## config.mk

```make
export PLATFORM = sky130hd
export DESIGN_NAME = cd8_opcode_decoder
export DESIGN_NICKNAME = d
export VERILOG_FILES = /design/src/cd8_pkg.sv /design/src/cd8_dec_if.sv /design/src/cd8_opcode_decoder.sv /design/src/cd8_map.sv
export SDC_FILE = /design/constraint.sdc
export NUM_CORES = 1
export LEC_CHECK = 0
export BUFFER_PORTS_ARGS = -buffer_cell sky130_fd_sc_hd__buf_4
export CELL_PAD_IN_SITES_DETAIL_PLACEMENT = 0
export CELL_PAD_IN_SITES_GLOBAL_PLACEMENT = 1
export CORE_ASPECT_RATIO = 0.9
export CORE_MARGIN = 2
export CORE_UTILIZATION = 45
export CTS_CLUSTER_SIZE = 12
export DETAILED_ROUTE_END_ITERATION = 12
export PLACE_DENSITY_LB_ADDON = 0.1
export SYNTH_ARGS = -nofsm -noshare
export SYNTH_HDL_FRONTEND = slang
export SYNTH_SLANG_ARGS = --single-unit
```

## constraint.sdc

```tcl
create_clock -name clk_sys -period 7 [get_ports clk_sys]
set_input_delay 1.05 -clock clk_sys [delete_from_list [all_inputs] [get_ports clk_sys]]
set_output_delay 1.05 -clock clk_sys [all_outputs]
set_load 0.05 [all_outputs]
```

## src/cd8_pkg.sv

```systemverilog
// Constants and types shared by the opcode decoder files.
// Assumes 8-bit opcodes, fetched one byte at a time.
package cd8_pkg;
    typedef enum logic [3:0] {
        CD8_IMPLIED_MODE = 4'h0,
        CD8_LITERAL_OPERAND_MODE = 4'h1,
        CD8_DIRECT_MODE = 4'h2,
        CD8_ABSOLUTE_16_MODE = 4'h3,
        CD8_INDEXED_WORD_OFFSET = 4'h4,
        CD8_INDEXED_BYTE_OFFSET = 4'h5,
        CD8_INDEXED_NO_OFFSET = 4'h6,
        CD8_PC_OFFSET_MODE = 4'h7,
        CD8_DIRECT_PC_OFFSET = 4'h8
    } cd8_mode_t;
    typedef enum logic [2:0] {
        CD8_CLS_BIT_BRANCH = 3'h0,
        CD8_CLS_BIT_SETCLR = 3'h1,
        CD8_CLS_BRANCH = 3'h2,
        CD8_CLS_RMW = 3'h3,
        CD8_CLS_CONTROL = 3'h4,
        CD8_CLS_REGMEM = 3'h5,
        CD8_CLS_ILLEGAL = 3'h6
    } cd8_class_t;
    typedef enum logic [1:0] {
        CD8_ST_OPCODE = 2'b01,
        CD8_ST_OPERAND = 2'b10
    } cd8_state_t;
    // Upper nibble selects the map column
    localparam logic [3:0] CD8_HI_BIT_BRANCH = 4'h0;
    localparam logic [3:0] CD8_HI_BIT_SETCLR = 4'h1;
    localparam logic [3:0] CD8_HI_BRANCH = 4'h2;
    localparam logic [3:0] CD8_HI_RMW_DIR = 4'h3;
    localparam logic [3:0] CD8_HI_RMW_ACC = 4'h4;
    localparam logic [3:0] CD8_HI_RMW_IDX = 4'h5;
    localparam logic [3:0] CD8_HI_RMW_XB = 4'h6;
    localparam logic [3:0] CD8_HI_RMW_XN = 4'h7;
    localparam logic [3:0] CD8_HI_CTL_A = 4'h8;
    localparam logic [3:0] CD8_HI_CTL_B = 4'h9;
    localparam logic [3:0] CD8_HI_RM_LIT = 4'hA;
    localparam logic [3:0] CD8_HI_RM_DIR = 4'hB;
    localparam logic [3:0] CD8_HI_RM_ABS = 4'hC;
    localparam logic [3:0] CD8_HI_RM_XW = 4'hD;
    localparam logic [3:0] CD8_HI_RM_XB = 4'hE;
    // Lower nibble selects the row
    localparam logic [3:0] CD8_LO_TEST = 4'hD;
    localparam logic [3:0] CD8_LO_STA = 4'h7;
    localparam logic [3:0] CD8_LO_STX = 4'hF;
    localparam logic [3:0] CD8_LO_JMP = 4'hC;
    localparam logic [3:0] CD8_LO_JSR = 4'hD;
    localparam logic [7:0] CD8_OP_COPY_INDEX_TO_ACC = 8'h9F;
    localparam logic [7:0] CD8_OP_WAIT = 8'h8F;
    localparam logic [7:0] CD8_OP_BRANCH_TO_SUBROUTINE = 8'hAD;
    localparam logic [7:0] CD8_OP_MUL = 8'h42;
    localparam logic [7:0] CD8_OP_RTI = 8'h80;
    localparam logic [7:0] CD8_OP_RTS = 8'h81;
    localparam logic [7:0] CD8_OP_SWI = 8'h83;
    // Populated rows per column, one bit per row
    localparam logic [15:0] CD8_RMW_ROWS = 16'hB7D9;
    localparam logic [15:0] CD8_CTL8_ROWS = 16'hC00B;
    localparam logic [15:0] CD8_CTL9_ROWS = 16'hBF80;
    localparam logic [15:0] CD8_LIT_ROWS = 16'h6F7F;
    // Cycle counts
    localparam logic [3:0] CD8_CYC_BIT = 4'h5;
    localparam logic [3:0] CD8_CYC_BRANCH = 4'h3;
    localparam logic [3:0] CD8_CYC_SUBR = 4'h6;
    localparam logic [3:0] CD8_CYC_IMPL = 4'h2;
    localparam logic [3:0] CD8_CYC_MUL = 4'hB;
    localparam logic [3:0] CD8_CYC_RTI = 4'h9;
    localparam logic [3:0] CD8_CYC_RTS = 4'h6;
    localparam logic [3:0] CD8_CYC_SWI = 4'hA;
    localparam logic [3:0] CD8_CYC_ILLEGAL = 4'h2;
    localparam logic [3:0] CD8_CYC_RMW_DIR = 4'h5;
    localparam logic [3:0] CD8_CYC_RMW_REG = 4'h3;
    localparam logic [3:0] CD8_CYC_RMW_XB = 4'h6;
    localparam logic [3:0] CD8_CYC_RMW_XN = 4'h5;
    localparam logic [3:0] CD8_CYC_FT_DIR = 4'h4;
    localparam logic [3:0] CD8_CYC_FT_XB = 4'h5;
    localparam logic [3:0] CD8_CYC_FT_XN = 4'h4;
    localparam logic [3:0] CD8_CYC_RM_LIT = 4'h2;
    localparam logic [3:0] CD8_CYC_RM_DIR = 4'h3;
    localparam logic [3:0] CD8_CYC_RM_ABS = 4'h4;
    localparam logic [3:0] CD8_CYC_RM_XW = 4'h5;
    localparam logic [3:0] CD8_CYC_RM_XB = 4'h4;
    localparam logic [3:0] CD8_CYC_RM_XN = 4'h3;
    localparam logic [3:0] CD8_CYC_STORE_ADD = 4'h1;
    localparam logic [3:0] CD8_CYC_JMP_SUB = 4'h1;
    localparam logic [3:0] CD8_CYC_JSR_ADD = 4'h2;
    // Instruction lengths in bytes
    localparam logic [1:0] CD8_LEN_1 = 2'h1;
    localparam logic [1:0] CD8_LEN_2 = 2'h2;
    localparam logic [1:0] CD8_LEN_3 = 2'h3;

    function automatic logic [1:0] cd8_len(input cd8_mode_t m);
        case (m)
            CD8_IMPLIED_MODE, CD8_INDEXED_NO_OFFSET: cd8_len = CD8_LEN_1;
            CD8_ABSOLUTE_16_MODE, CD8_INDEXED_WORD_OFFSET,
            CD8_DIRECT_PC_OFFSET: cd8_len = CD8_LEN_3;
            default: cd8_len = CD8_LEN_2;
        endcase
    endfunction
endpackage

```

## src/cd8_dec_if.sv

```systemverilog
// Decode bundle between the sequencer and the opcode map.
// Assumes the map is purely combinational.
`timescale 1ns/10ps
`default_nettype none
interface cd8_dec_if;
    logic [7:0] opcode;
    cd8_pkg::cd8_class_t cls;
    cd8_pkg::cd8_mode_t mode;
    logic [1:0] len;
    logic [3:0] cycles;
    logic upd_nz;
    logic clr_imask;
    logic halt_clk;
    logic copy_x;
    logic illegal;
    logic bit_high;
    logic [2:0] bit_idx;
    modport map (input opcode, output cls, mode, len, cycles, upd_nz, clr_imask,
        halt_clk, copy_x, illegal, bit_high, bit_idx);
    modport user (output opcode, input cls, mode, len, cycles, upd_nz, clr_imask,
        halt_clk, copy_x, illegal, bit_high, bit_idx);
endinterface
`default_nettype wire

```

## src/cd8_opcode_decoder.sv

```systemverilog
// Opcode decoder and operand fetch sequencer for an 8-bit core.
// Assumes program memory bytes and the index register share clk_sys.
//
// Overview of operation
// - Flag test updates only N and Z.
// - Opcode 9F copies index to accumulator, flags kept.
// - Opcode 8F clears I mask, halts clock.
// - Upper nibble column, lower nibble row.
// - Columns pick bit, branch, read-modify-write classes.
// - Bit branches three bytes; bit set/clear two.
// - Byte offset plus index forms address.
// - Word offset, high first, plus index.
// - Absolute address high then low, three bytes.
// - Branches two bytes three cycles; subroutine six.
`timescale 1ns/10ps
`default_nettype none
module cd8_opcode_decoder (
    input wire logic clk_sys,
    input wire logic rst_n,
    input wire logic fetch_valid,
    input wire logic [7:0] fetch_byte,
    input wire logic [7:0] index_reg,
    output logic fetch_ready,
    output logic insn_done,
    output logic [7:0] insn_opcode,
    output cd8_pkg::cd8_class_t insn_class,
    output cd8_pkg::cd8_mode_t insn_mode,
    output logic [1:0] insn_len,
    output logic [3:0] insn_cycles,
    output logic flag_nz_update,
    output logic imask_clear,
    output logic cpu_clk_halt,
    output logic copy_index_to_acc,
    output logic opcode_illegal,
    output logic [2:0] bit_index,
    output logic branch_if_bit_high,
    output logic [15:0] operand_addr,
    output logic [7:0] pc_offset
);
    cd8_dec_if dec ();
    cd8_map u_map (
        .dec(dec)
    );

    cd8_pkg::cd8_state_t state_q;
    cd8_pkg::cd8_state_t state_d;
    cd8_pkg::cd8_class_t cls_q;
    cd8_pkg::cd8_mode_t mode_q;
    logic ready_q;
    logic done_q;
    logic [7:0] op_q;
    logic [1:0] len_q;
    logic [1:0] left_q;
    logic [3:0] cycles_q;
    logic upd_nz_q;
    logic clr_imask_q;
    logic halt_q;
    logic copy_q;
    logic illegal_q;
    logic [2:0] bit_idx_q;
    logic bit_high_q;
    logic [7:0] b1_q;
    logic [15:0] ea_q;
    logic [7:0] pcoff_q;

    wire logic take_op;
    wire logic take_opnd;
    wire logic last_opnd;
    wire logic single;
    wire logic finish;
    wire logic [7:0] opnd1;
    wire cd8_pkg::cd8_mode_t mode_now;
    wire logic [15:0] ea_d;
    wire logic [7:0] pcoff_d;

    assign dec.opcode = fetch_byte;
    assign take_op = ready_q && fetch_valid && state_q == cd8_pkg::CD8_ST_OPCODE;
    assign take_opnd = ready_q && fetch_valid && state_q == cd8_pkg::CD8_ST_OPERAND;
    assign last_opnd = take_opnd && left_q == 2'h1;
    assign single = take_op && dec.len == cd8_pkg::CD8_LEN_1;
    assign finish = single || last_opnd;
    // Three-byte instructions hold their first operand byte: the high byte, or the direct address for bit branches
    assign opnd1 = len_q == cd8_pkg::CD8_LEN_3 ? b1_q : fetch_byte;
    assign mode_now = take_op ? dec.mode : mode_q;
    assign ea_d = (mode_now == cd8_pkg::CD8_DIRECT_MODE
            || mode_now == cd8_pkg::CD8_DIRECT_PC_OFFSET) ? {8'h00, opnd1}
        : mode_now == cd8_pkg::CD8_ABSOLUTE_16_MODE ? {opnd1, fetch_byte}
        : mode_now == cd8_pkg::CD8_INDEXED_BYTE_OFFSET
            ? {8'h00, index_reg} + {8'h00, opnd1}
        : mode_now == cd8_pkg::CD8_INDEXED_WORD_OFFSET
            ? {opnd1, fetch_byte} + {8'h00, index_reg}
        : mode_now == cd8_pkg::CD8_INDEXED_NO_OFFSET ? {8'h00, index_reg}
        : 16'h0000;
    assign pcoff_d = mode_now == cd8_pkg::CD8_PC_OFFSET_MODE ? opnd1
        : mode_now == cd8_pkg::CD8_DIRECT_PC_OFFSET ? fetch_byte
        : 8'h00;
    assign state_d = (take_op && !single) ? cd8_pkg::CD8_ST_OPERAND
        : last_opnd ? cd8_pkg::CD8_ST_OPCODE : state_q;

    always_ff @(posedge clk_sys) begin
        if (!rst_n) begin
            state_q <= cd8_pkg::CD8_ST_OPCODE;
            ready_q <= 1'b0;
            done_q <= 1'b0;
            left_q <= 2'h0;
            b1_q <= 8'h00;
        end else begin
            state_q <= state_d;
            ready_q <= 1'b1;
            done_q <= finish;
            if (take_op) begin
                left_q <= dec.len - cd8_pkg::CD8_LEN_1;
            end else if (take_opnd) begin
                left_q <= left_q - 2'h1;
            end
            if (take_opnd && left_q == 2'h2) begin
                b1_q <= fetch_byte;
            end
        end
    end

    // Fields hold from opcode capture until the next opcode
    always_ff @(posedge clk_sys) begin
        if (!rst_n) begin
            op_q <= 8'h00;
            cls_q <= cd8_pkg::CD8_CLS_ILLEGAL;
            mode_q <= cd8_pkg::CD8_IMPLIED_MODE;
            len_q <= cd8_pkg::CD8_LEN_1;
            cycles_q <= 4'h0;
            bit_idx_q <= 3'h0;
            bit_high_q <= 1'b0;
        end else if (take_op) begin
            op_q <= fetch_byte;
            cls_q <= dec.cls;
            mode_q <= dec.mode;
            len_q <= dec.len;
            cycles_q <= dec.cycles;
            bit_idx_q <= dec.bit_idx;
            bit_high_q <= dec.bit_high;
        end
    end

    // Side-effect strobes and illegal flag; illegal cells raise only illegal_q
    always_ff @(posedge clk_sys) begin
        if (!rst_n) begin
            upd_nz_q <= 1'b0;
            clr_imask_q <= 1'b0;
            halt_q <= 1'b0;
            copy_q <= 1'b0;
            illegal_q <= 1'b0;
        end else if (take_op) begin
            upd_nz_q <= dec.upd_nz;
            clr_imask_q <= dec.clr_imask;
            halt_q <= dec.halt_clk;
            copy_q <= dec.copy_x;
            illegal_q <= dec.illegal;
        end
    end

    always_ff @(posedge clk_sys) begin
        if (!rst_n) begin
            ea_q <= 16'h0000;
            pcoff_q <= 8'h00;
        end else if (finish) begin
            ea_q <= ea_d;
            pcoff_q <= pcoff_d;
        end
    end

    assign fetch_ready = ready_q;
    assign insn_done = done_q;
    assign insn_opcode = op_q;
    assign insn_class = cls_q;
    assign insn_mode = mode_q;
    assign insn_len = len_q;
    assign insn_cycles = cycles_q;
    assign flag_nz_update = upd_nz_q;
    assign imask_clear = clr_imask_q;
    assign cpu_clk_halt = halt_q;
    assign copy_index_to_acc = copy_q;
    assign opcode_illegal = illegal_q;
    assign bit_index = bit_idx_q;
    assign branch_if_bit_high = bit_high_q;
    assign operand_addr = ea_q;
    assign pc_offset = pcoff_q;
endmodule
`default_nettype wire

```

## src/cd8_map.sv

```systemverilog
// Combinational opcode map: class, mode, length, cycles, side effects.
// Assumes the opcode on the bundle is stable while it is sampled.
`timescale 1ns/10ps
`default_nettype none
module cd8_map (
    cd8_dec_if.map dec
);
    wire logic [3:0] hi;
    wire logic [3:0] lo;
    wire logic [15:0] row_bit;
    wire logic is_rmw;
    wire logic is_ftest;
    wire logic legal;
    wire cd8_pkg::cd8_mode_t mode_w;

    assign hi = dec.opcode[7:4];
    assign lo = dec.opcode[3:0];
    assign row_bit = 16'h0001 << lo;
    assign is_rmw = hi >= cd8_pkg::CD8_HI_RMW_DIR && hi <= cd8_pkg::CD8_HI_RMW_XN;
    assign is_ftest = is_rmw && lo == cd8_pkg::CD8_LO_TEST;
    // Blank cells fall out of the row masks
    assign legal = hi <= cd8_pkg::CD8_HI_BRANCH
        || (is_rmw && ((|(cd8_pkg::CD8_RMW_ROWS & row_bit))
            || dec.opcode == cd8_pkg::CD8_OP_MUL))
        || (hi == cd8_pkg::CD8_HI_CTL_A && (|(cd8_pkg::CD8_CTL8_ROWS & row_bit)))
        || (hi == cd8_pkg::CD8_HI_CTL_B && (|(cd8_pkg::CD8_CTL9_ROWS & row_bit)))
        || (hi == cd8_pkg::CD8_HI_RM_LIT && (|(cd8_pkg::CD8_LIT_ROWS & row_bit)))
        || hi > cd8_pkg::CD8_HI_RM_LIT;

    function automatic cd8_pkg::cd8_mode_t mode_of(input logic [7:0] op);
        case (op[7:4])
            cd8_pkg::CD8_HI_BIT_BRANCH: mode_of = cd8_pkg::CD8_DIRECT_PC_OFFSET;
            cd8_pkg::CD8_HI_BIT_SETCLR, cd8_pkg::CD8_HI_RMW_DIR,
            cd8_pkg::CD8_HI_RM_DIR: mode_of = cd8_pkg::CD8_DIRECT_MODE;
            cd8_pkg::CD8_HI_BRANCH: mode_of = cd8_pkg::CD8_PC_OFFSET_MODE;
            cd8_pkg::CD8_HI_RMW_XB,
            cd8_pkg::CD8_HI_RM_XB: mode_of = cd8_pkg::CD8_INDEXED_BYTE_OFFSET;
            cd8_pkg::CD8_HI_RMW_XN: mode_of = cd8_pkg::CD8_INDEXED_NO_OFFSET;
            cd8_pkg::CD8_HI_RM_LIT: mode_of = op == cd8_pkg::CD8_OP_BRANCH_TO_SUBROUTINE
                ? cd8_pkg::CD8_PC_OFFSET_MODE : cd8_pkg::CD8_LITERAL_OPERAND_MODE;
            cd8_pkg::CD8_HI_RM_ABS: mode_of = cd8_pkg::CD8_ABSOLUTE_16_MODE;
            cd8_pkg::CD8_HI_RM_XW: mode_of = cd8_pkg::CD8_INDEXED_WORD_OFFSET;
            4'hF: mode_of = cd8_pkg::CD8_INDEXED_NO_OFFSET;
            default: mode_of = cd8_pkg::CD8_IMPLIED_MODE;
        endcase
    endfunction

    function automatic logic [3:0] rm_cyc(input logic [7:0] op);
        logic [3:0] base;
        case (op[7:4])
            cd8_pkg::CD8_HI_RM_LIT: base = cd8_pkg::CD8_CYC_RM_LIT;
            cd8_pkg::CD8_HI_RM_DIR: base = cd8_pkg::CD8_CYC_RM_DIR;
            cd8_pkg::CD8_HI_RM_ABS: base = cd8_pkg::CD8_CYC_RM_ABS;
            cd8_pkg::CD8_HI_RM_XW: base = cd8_pkg::CD8_CYC_RM_XW;
            cd8_pkg::CD8_HI_RM_XB: base = cd8_pkg::CD8_CYC_RM_XB;
            default: base = cd8_pkg::CD8_CYC_RM_XN;
        endcase
        if (op == cd8_pkg::CD8_OP_BRANCH_TO_SUBROUTINE) begin
            rm_cyc = cd8_pkg::CD8_CYC_SUBR;
        end else if (op[3:0] == cd8_pkg::CD8_LO_STA || op[3:0] == cd8_pkg::CD8_LO_STX) begin
            rm_cyc = base + cd8_pkg::CD8_CYC_STORE_ADD;
        end else if (op[3:0] == cd8_pkg::CD8_LO_JMP) begin
            rm_cyc = base - cd8_pkg::CD8_CYC_JMP_SUB;
        end else if (op[3:0] == cd8_pkg::CD8_LO_JSR) begin
            rm_cyc = base + cd8_pkg::CD8_CYC_JSR_ADD;
        end else begin
            rm_cyc = base;
        end
    endfunction

    function automatic logic [3:0] cyc_of(input logic [7:0] op, input logic ft);
        case (op[7:4])
            cd8_pkg::CD8_HI_BIT_BRANCH, cd8_pkg::CD8_HI_BIT_SETCLR: cyc_of = cd8_pkg::CD8_CYC_BIT;
            cd8_pkg::CD8_HI_BRANCH: cyc_of = cd8_pkg::CD8_CYC_BRANCH;
            cd8_pkg::CD8_HI_RMW_DIR: cyc_of = ft ? cd8_pkg::CD8_CYC_FT_DIR
                : cd8_pkg::CD8_CYC_RMW_DIR;
            cd8_pkg::CD8_HI_RMW_ACC: cyc_of = op == cd8_pkg::CD8_OP_MUL ? cd8_pkg::CD8_CYC_MUL
                : cd8_pkg::CD8_CYC_RMW_REG;
            cd8_pkg::CD8_HI_RMW_IDX: cyc_of = cd8_pkg::CD8_CYC_RMW_REG;
            cd8_pkg::CD8_HI_RMW_XB: cyc_of = ft ? cd8_pkg::CD8_CYC_FT_XB
                : cd8_pkg::CD8_CYC_RMW_XB;
            cd8_pkg::CD8_HI_RMW_XN: cyc_of = ft ? cd8_pkg::CD8_CYC_FT_XN
                : cd8_pkg::CD8_CYC_RMW_XN;
            cd8_pkg::CD8_HI_CTL_A: cyc_of = op == cd8_pkg::CD8_OP_RTI ? cd8_pkg::CD8_CYC_RTI
                : op == cd8_pkg::CD8_OP_RTS ? cd8_pkg::CD8_CYC_RTS
                : op == cd8_pkg::CD8_OP_SWI ? cd8_pkg::CD8_CYC_SWI : cd8_pkg::CD8_CYC_IMPL;
            cd8_pkg::CD8_HI_CTL_B: cyc_of = cd8_pkg::CD8_CYC_IMPL;
            default: cyc_of = rm_cyc(op);
        endcase
    endfunction

    // Blank cells decode as one-byte no-ops with no side effects
    assign mode_w = legal ? mode_of(dec.opcode) : cd8_pkg::CD8_IMPLIED_MODE;
    assign dec.mode = mode_w;
    assign dec.len = cd8_pkg::cd8_len(mode_w);
    assign dec.cycles = legal ? cyc_of(dec.opcode, is_ftest) : cd8_pkg::CD8_CYC_ILLEGAL;
    assign dec.illegal = !legal;
    assign dec.cls = !legal ? cd8_pkg::CD8_CLS_ILLEGAL
        : hi == cd8_pkg::CD8_HI_BIT_BRANCH ? cd8_pkg::CD8_CLS_BIT_BRANCH
        : hi == cd8_pkg::CD8_HI_BIT_SETCLR ? cd8_pkg::CD8_CLS_BIT_SETCLR
        : (hi == cd8_pkg::CD8_HI_BRANCH
            || dec.opcode == cd8_pkg::CD8_OP_BRANCH_TO_SUBROUTINE) ? cd8_pkg::CD8_CLS_BRANCH
        : is_rmw ? cd8_pkg::CD8_CLS_RMW
        : (hi == cd8_pkg::CD8_HI_CTL_A || hi == cd8_pkg::CD8_HI_CTL_B) ? cd8_pkg::CD8_CLS_CONTROL
        : cd8_pkg::CD8_CLS_REGMEM;
    assign dec.upd_nz = is_ftest;
    assign dec.clr_imask = dec.opcode == cd8_pkg::CD8_OP_WAIT;
    assign dec.halt_clk = dec.opcode == cd8_pkg::CD8_OP_WAIT;
    assign dec.copy_x = dec.opcode == cd8_pkg::CD8_OP_COPY_INDEX_TO_ACC;
    assign dec.bit_idx = dec.opcode[3:1];
    assign dec.bit_high = hi == cd8_pkg::CD8_HI_BIT_BRANCH && !dec.opcode[0];
endmodule
`default_nettype wire

```

==> impl_metrics.py <==
metrics = {
    "synth": {
        "synth_fp_nets": 633,
        "synth.cell_area_um2": 4570,
        "netlist_instances": 592,
        "ys_ff_latch": 64,
        "synth_edf_count": 0,
        "yosysSeqAreaShare_pct": 28.0,
        "syn_avg_cell_area_um2": 7.72,
        "synth_flop_cell": "dfxtp_1",
        "ys_types": 79,
        "async_reset_ff_share_pct": 0,
        "synth_warnings": 0,
    },
    "clock_network": {
        "clk_pin_slew_ns": 0.06,
        "htree_levels": 3,
        "cts_tree": "built",
        "clock_sinks": 64,
        "insertion_delay_ns": 0.33,
        "root_buffer": "clkbuf_16",
        "numCtsBuffers": 9,
        "postCtsHoldBufs": 0,
        "cts_resized": 0,
        "cts_buffer_depth": 2,
        "cts_setup_buffers": 0,
    },
    "critical_path": {
        "cp-start-kind": "input pin",
        "rrSetupSlack_ns": 3.07,
        "critPathMaxFanout": 21,
        "endpoint_kind": "flip-flop",
        "slowest_stage": "mux2i_1",
        "worstPathCellList": "buf_4, mux2i_1, inv_1, ha_1, a211oi_1, o21ai_0, a21o_1, a21oi_1, xnor2_1, o22ai_1, or3_1, a221oi_2",
        "path_buf_inv": 2,
        "path_class": "input pin to flip-flop",
        "required_ns": 7.24,
        "slowest_delay_ns": 0.57,
        "cpLargestDelayFamily": "compound AO/OA/AOI/OAI gates",
        "critPathArrivalTime_ns": 4.34,
    },
    "layout": {
        "layout.nets": 674,
        "multi_input_area_um2": 2960,
        "area_growth_pct": 17.1,
        "drive_gt1_share_pct": 17.7,
        "fillerInstances": 955,
        "seqCellArea_um2": 1280,
        "num_antenna_cells": 0,
        "final_cell_mix": "buf_4, dfxtp_1, nand2_1, a21oi_1, nor2_1",
        "final_common_cell": "buf_4",
    },
    "power_and_ir_drop": {
        "p_leak_uw": 0.00222,
        "p_total_uw": 1150,
        "ir_worst_vdd_mv": 0.133,
        "power.density_nw_per_um2": 215,
    },
    "die": {
        "rows": 34,
        "die_w_um": 110,
        "start_util_pct": 46.7,
        "die_h_um": 99.6,
        "dieArea_um2": 11000,
        "core-area_um2": 9780,
        "ios": 75,
    },
    "global_routing": {
        "grt.busiest_layer": "met1",
        "grt_pass1_wl_mm": 22.7,
        "grtUsageMet2_pct": 39.3,
        "track_usage_pct": 26.8,
        "grt_pass1_vias": 4192,
        "antenna_found_initial": 0,
        "grt_start_max_net_pins": 36,
        "gr-usage-met1_pct": 41.9,
        "gr-total-overflow": 0,
        "met3_usage_pct": 3.34,
    },
    "detailed_routing": {
        "wl_per_cell_um": 18.9,
        "drt-pass1-iter-count": 5,
        "antenna_left": 0,
        "drcViolationCount": 0,
        "drt_iter0_markers": 444,
        "via_count": 4715,
        "post_drt_via_cell_ratio": 6.17,
        "wirelength_mm": 14.4,
    },
    "sta": {
        "max_freq_mhz": 244,
        "setup_viol": 0,
        "finalSetupTns_ns": 0,
        "fin_skew_ns": 0.00550,
        "fin_crit_sh_pct": 58.6,
        "drv_slew": 0,
        "relSlewSlack_pct": 28.2,
        "rsz0062_at_grt": "no",
        "worst_pin_slew_ns": 1.08,
        "hold_viol_final": 0,
        "period_minus_slack_ns": 4.10,
    },
    "placed_design": {
        "dpl.hpwl_mm": 10.1,
        "routabilityCongestion": 0.864,
        "io_buffers": 74,
    },
    "run_status": {
        "status": "completed",
    },
    "hold_path": {
        "hp-class": "flip-flop to flip-flop",
    },
    "run": {
        "drv_cap": 0,
    },
}
-- per-stage QoR --
stage	utilization, %	hold WS, ns	instances	worst slack (ns)	area (µm²)
4_1_cts	54.7	0.456	764	2.99	5350
5_1_grt	54.7	0.474	764	2.86	5350
3_5_place_dp	51.7	0.443	748	2.66	5060
6_report	54.7	0.455	764	2.90	5350
3_3_place_gp	51.7	0.440	748	2.65	5060
2_1_floorplan	-	0.434	592	3.42	4570
-- report_power, final --
part	internal [µW]	switching [µW]
clock network	275	175
logic	101	212
registers	380	9.90
-- cells by family after synthesis --
logic type | Yosys count | share of synthesized area, %
AOI/OAI and AO/OA | 212 | 31.9
xor gates and xnor gates | 11 | 2.11
adders and majority gates | 22 | 6.35
buffers and inverters | 70 | 7.23
DFF | 64 | 28.0
muxes | 8 | 1.81
and+or+nand+nor | 205 | 22.6
-- worst min-delay path, delay by kind of cell, from the launching register on --
| family | cells | cell delay [ns] |
|---|---|---|
| flops | 1 | 0.31 |
| simple gates | 1 | 0.05 |
| compound gates | 1 | 0.05 |
-- sequential cells by signal, summed over array words and instances (netlist names), 2 cells and up --
register / flops
operand_addr: 16
b1_q: 8
insn_opcode: 8
pc_offset: 8
insn_cycles: 4
insn_mode: 4
insn_class: 3
insn_len: 2
left_q: 2
state_q: 2
-- per-layer routing --
layer | share of wire (%) | vias up | routed length (µm)
li1 | - | 2271 | -
met1 | 48 | 2234 | 7000
met2 | 43 | 201 | 6260
met3 | 7.5 | 9 | 1080
met4 | 0.65 | 0 | 94
met5 | 0 | - | 0
-- synthesized netlist by cell type (9+ instances only) --
cell type,n,area share (%)
a21o_1,9,1.5
a21oi_1,55,6.0
a221oi_1,14,2.7
buf_2,12,1.3
clkbuf_1,20,1.6
dfxtp_1,64,28
ha_1,20,5.5
inv_1,23,1.9
nand2_1,58,4.8
nand3_1,22,2.4
nor2_1,52,4.3
nor3_1,13,1.4
o21ai_0,44,4.8
-- cell type report --
cell class	count	share of cell area, %
clock buffers	9	4.21
clock inverters	7	1.31
inverters	24	1.68
multi-input cells	458	55.3
flip-flops and latches	64	23.9
well taps	126	2.94
repair buffers	76	10.7
-- path summary, 6_finish.rpt --
check                                   start         endpoint  depth (start not counted)
worst max-delay path            fetch_byte[1]  operand_addr[7]                         12
worst min-delay path                  b1_q[7]          b1_q[7]                          2
worst max register to register    insn_len[0]  operand_addr[7]                         12
worst min register to register        b1_q[7]          b1_q[7]                          2
No activity file was read; power rests on OpenSTA's default activity.
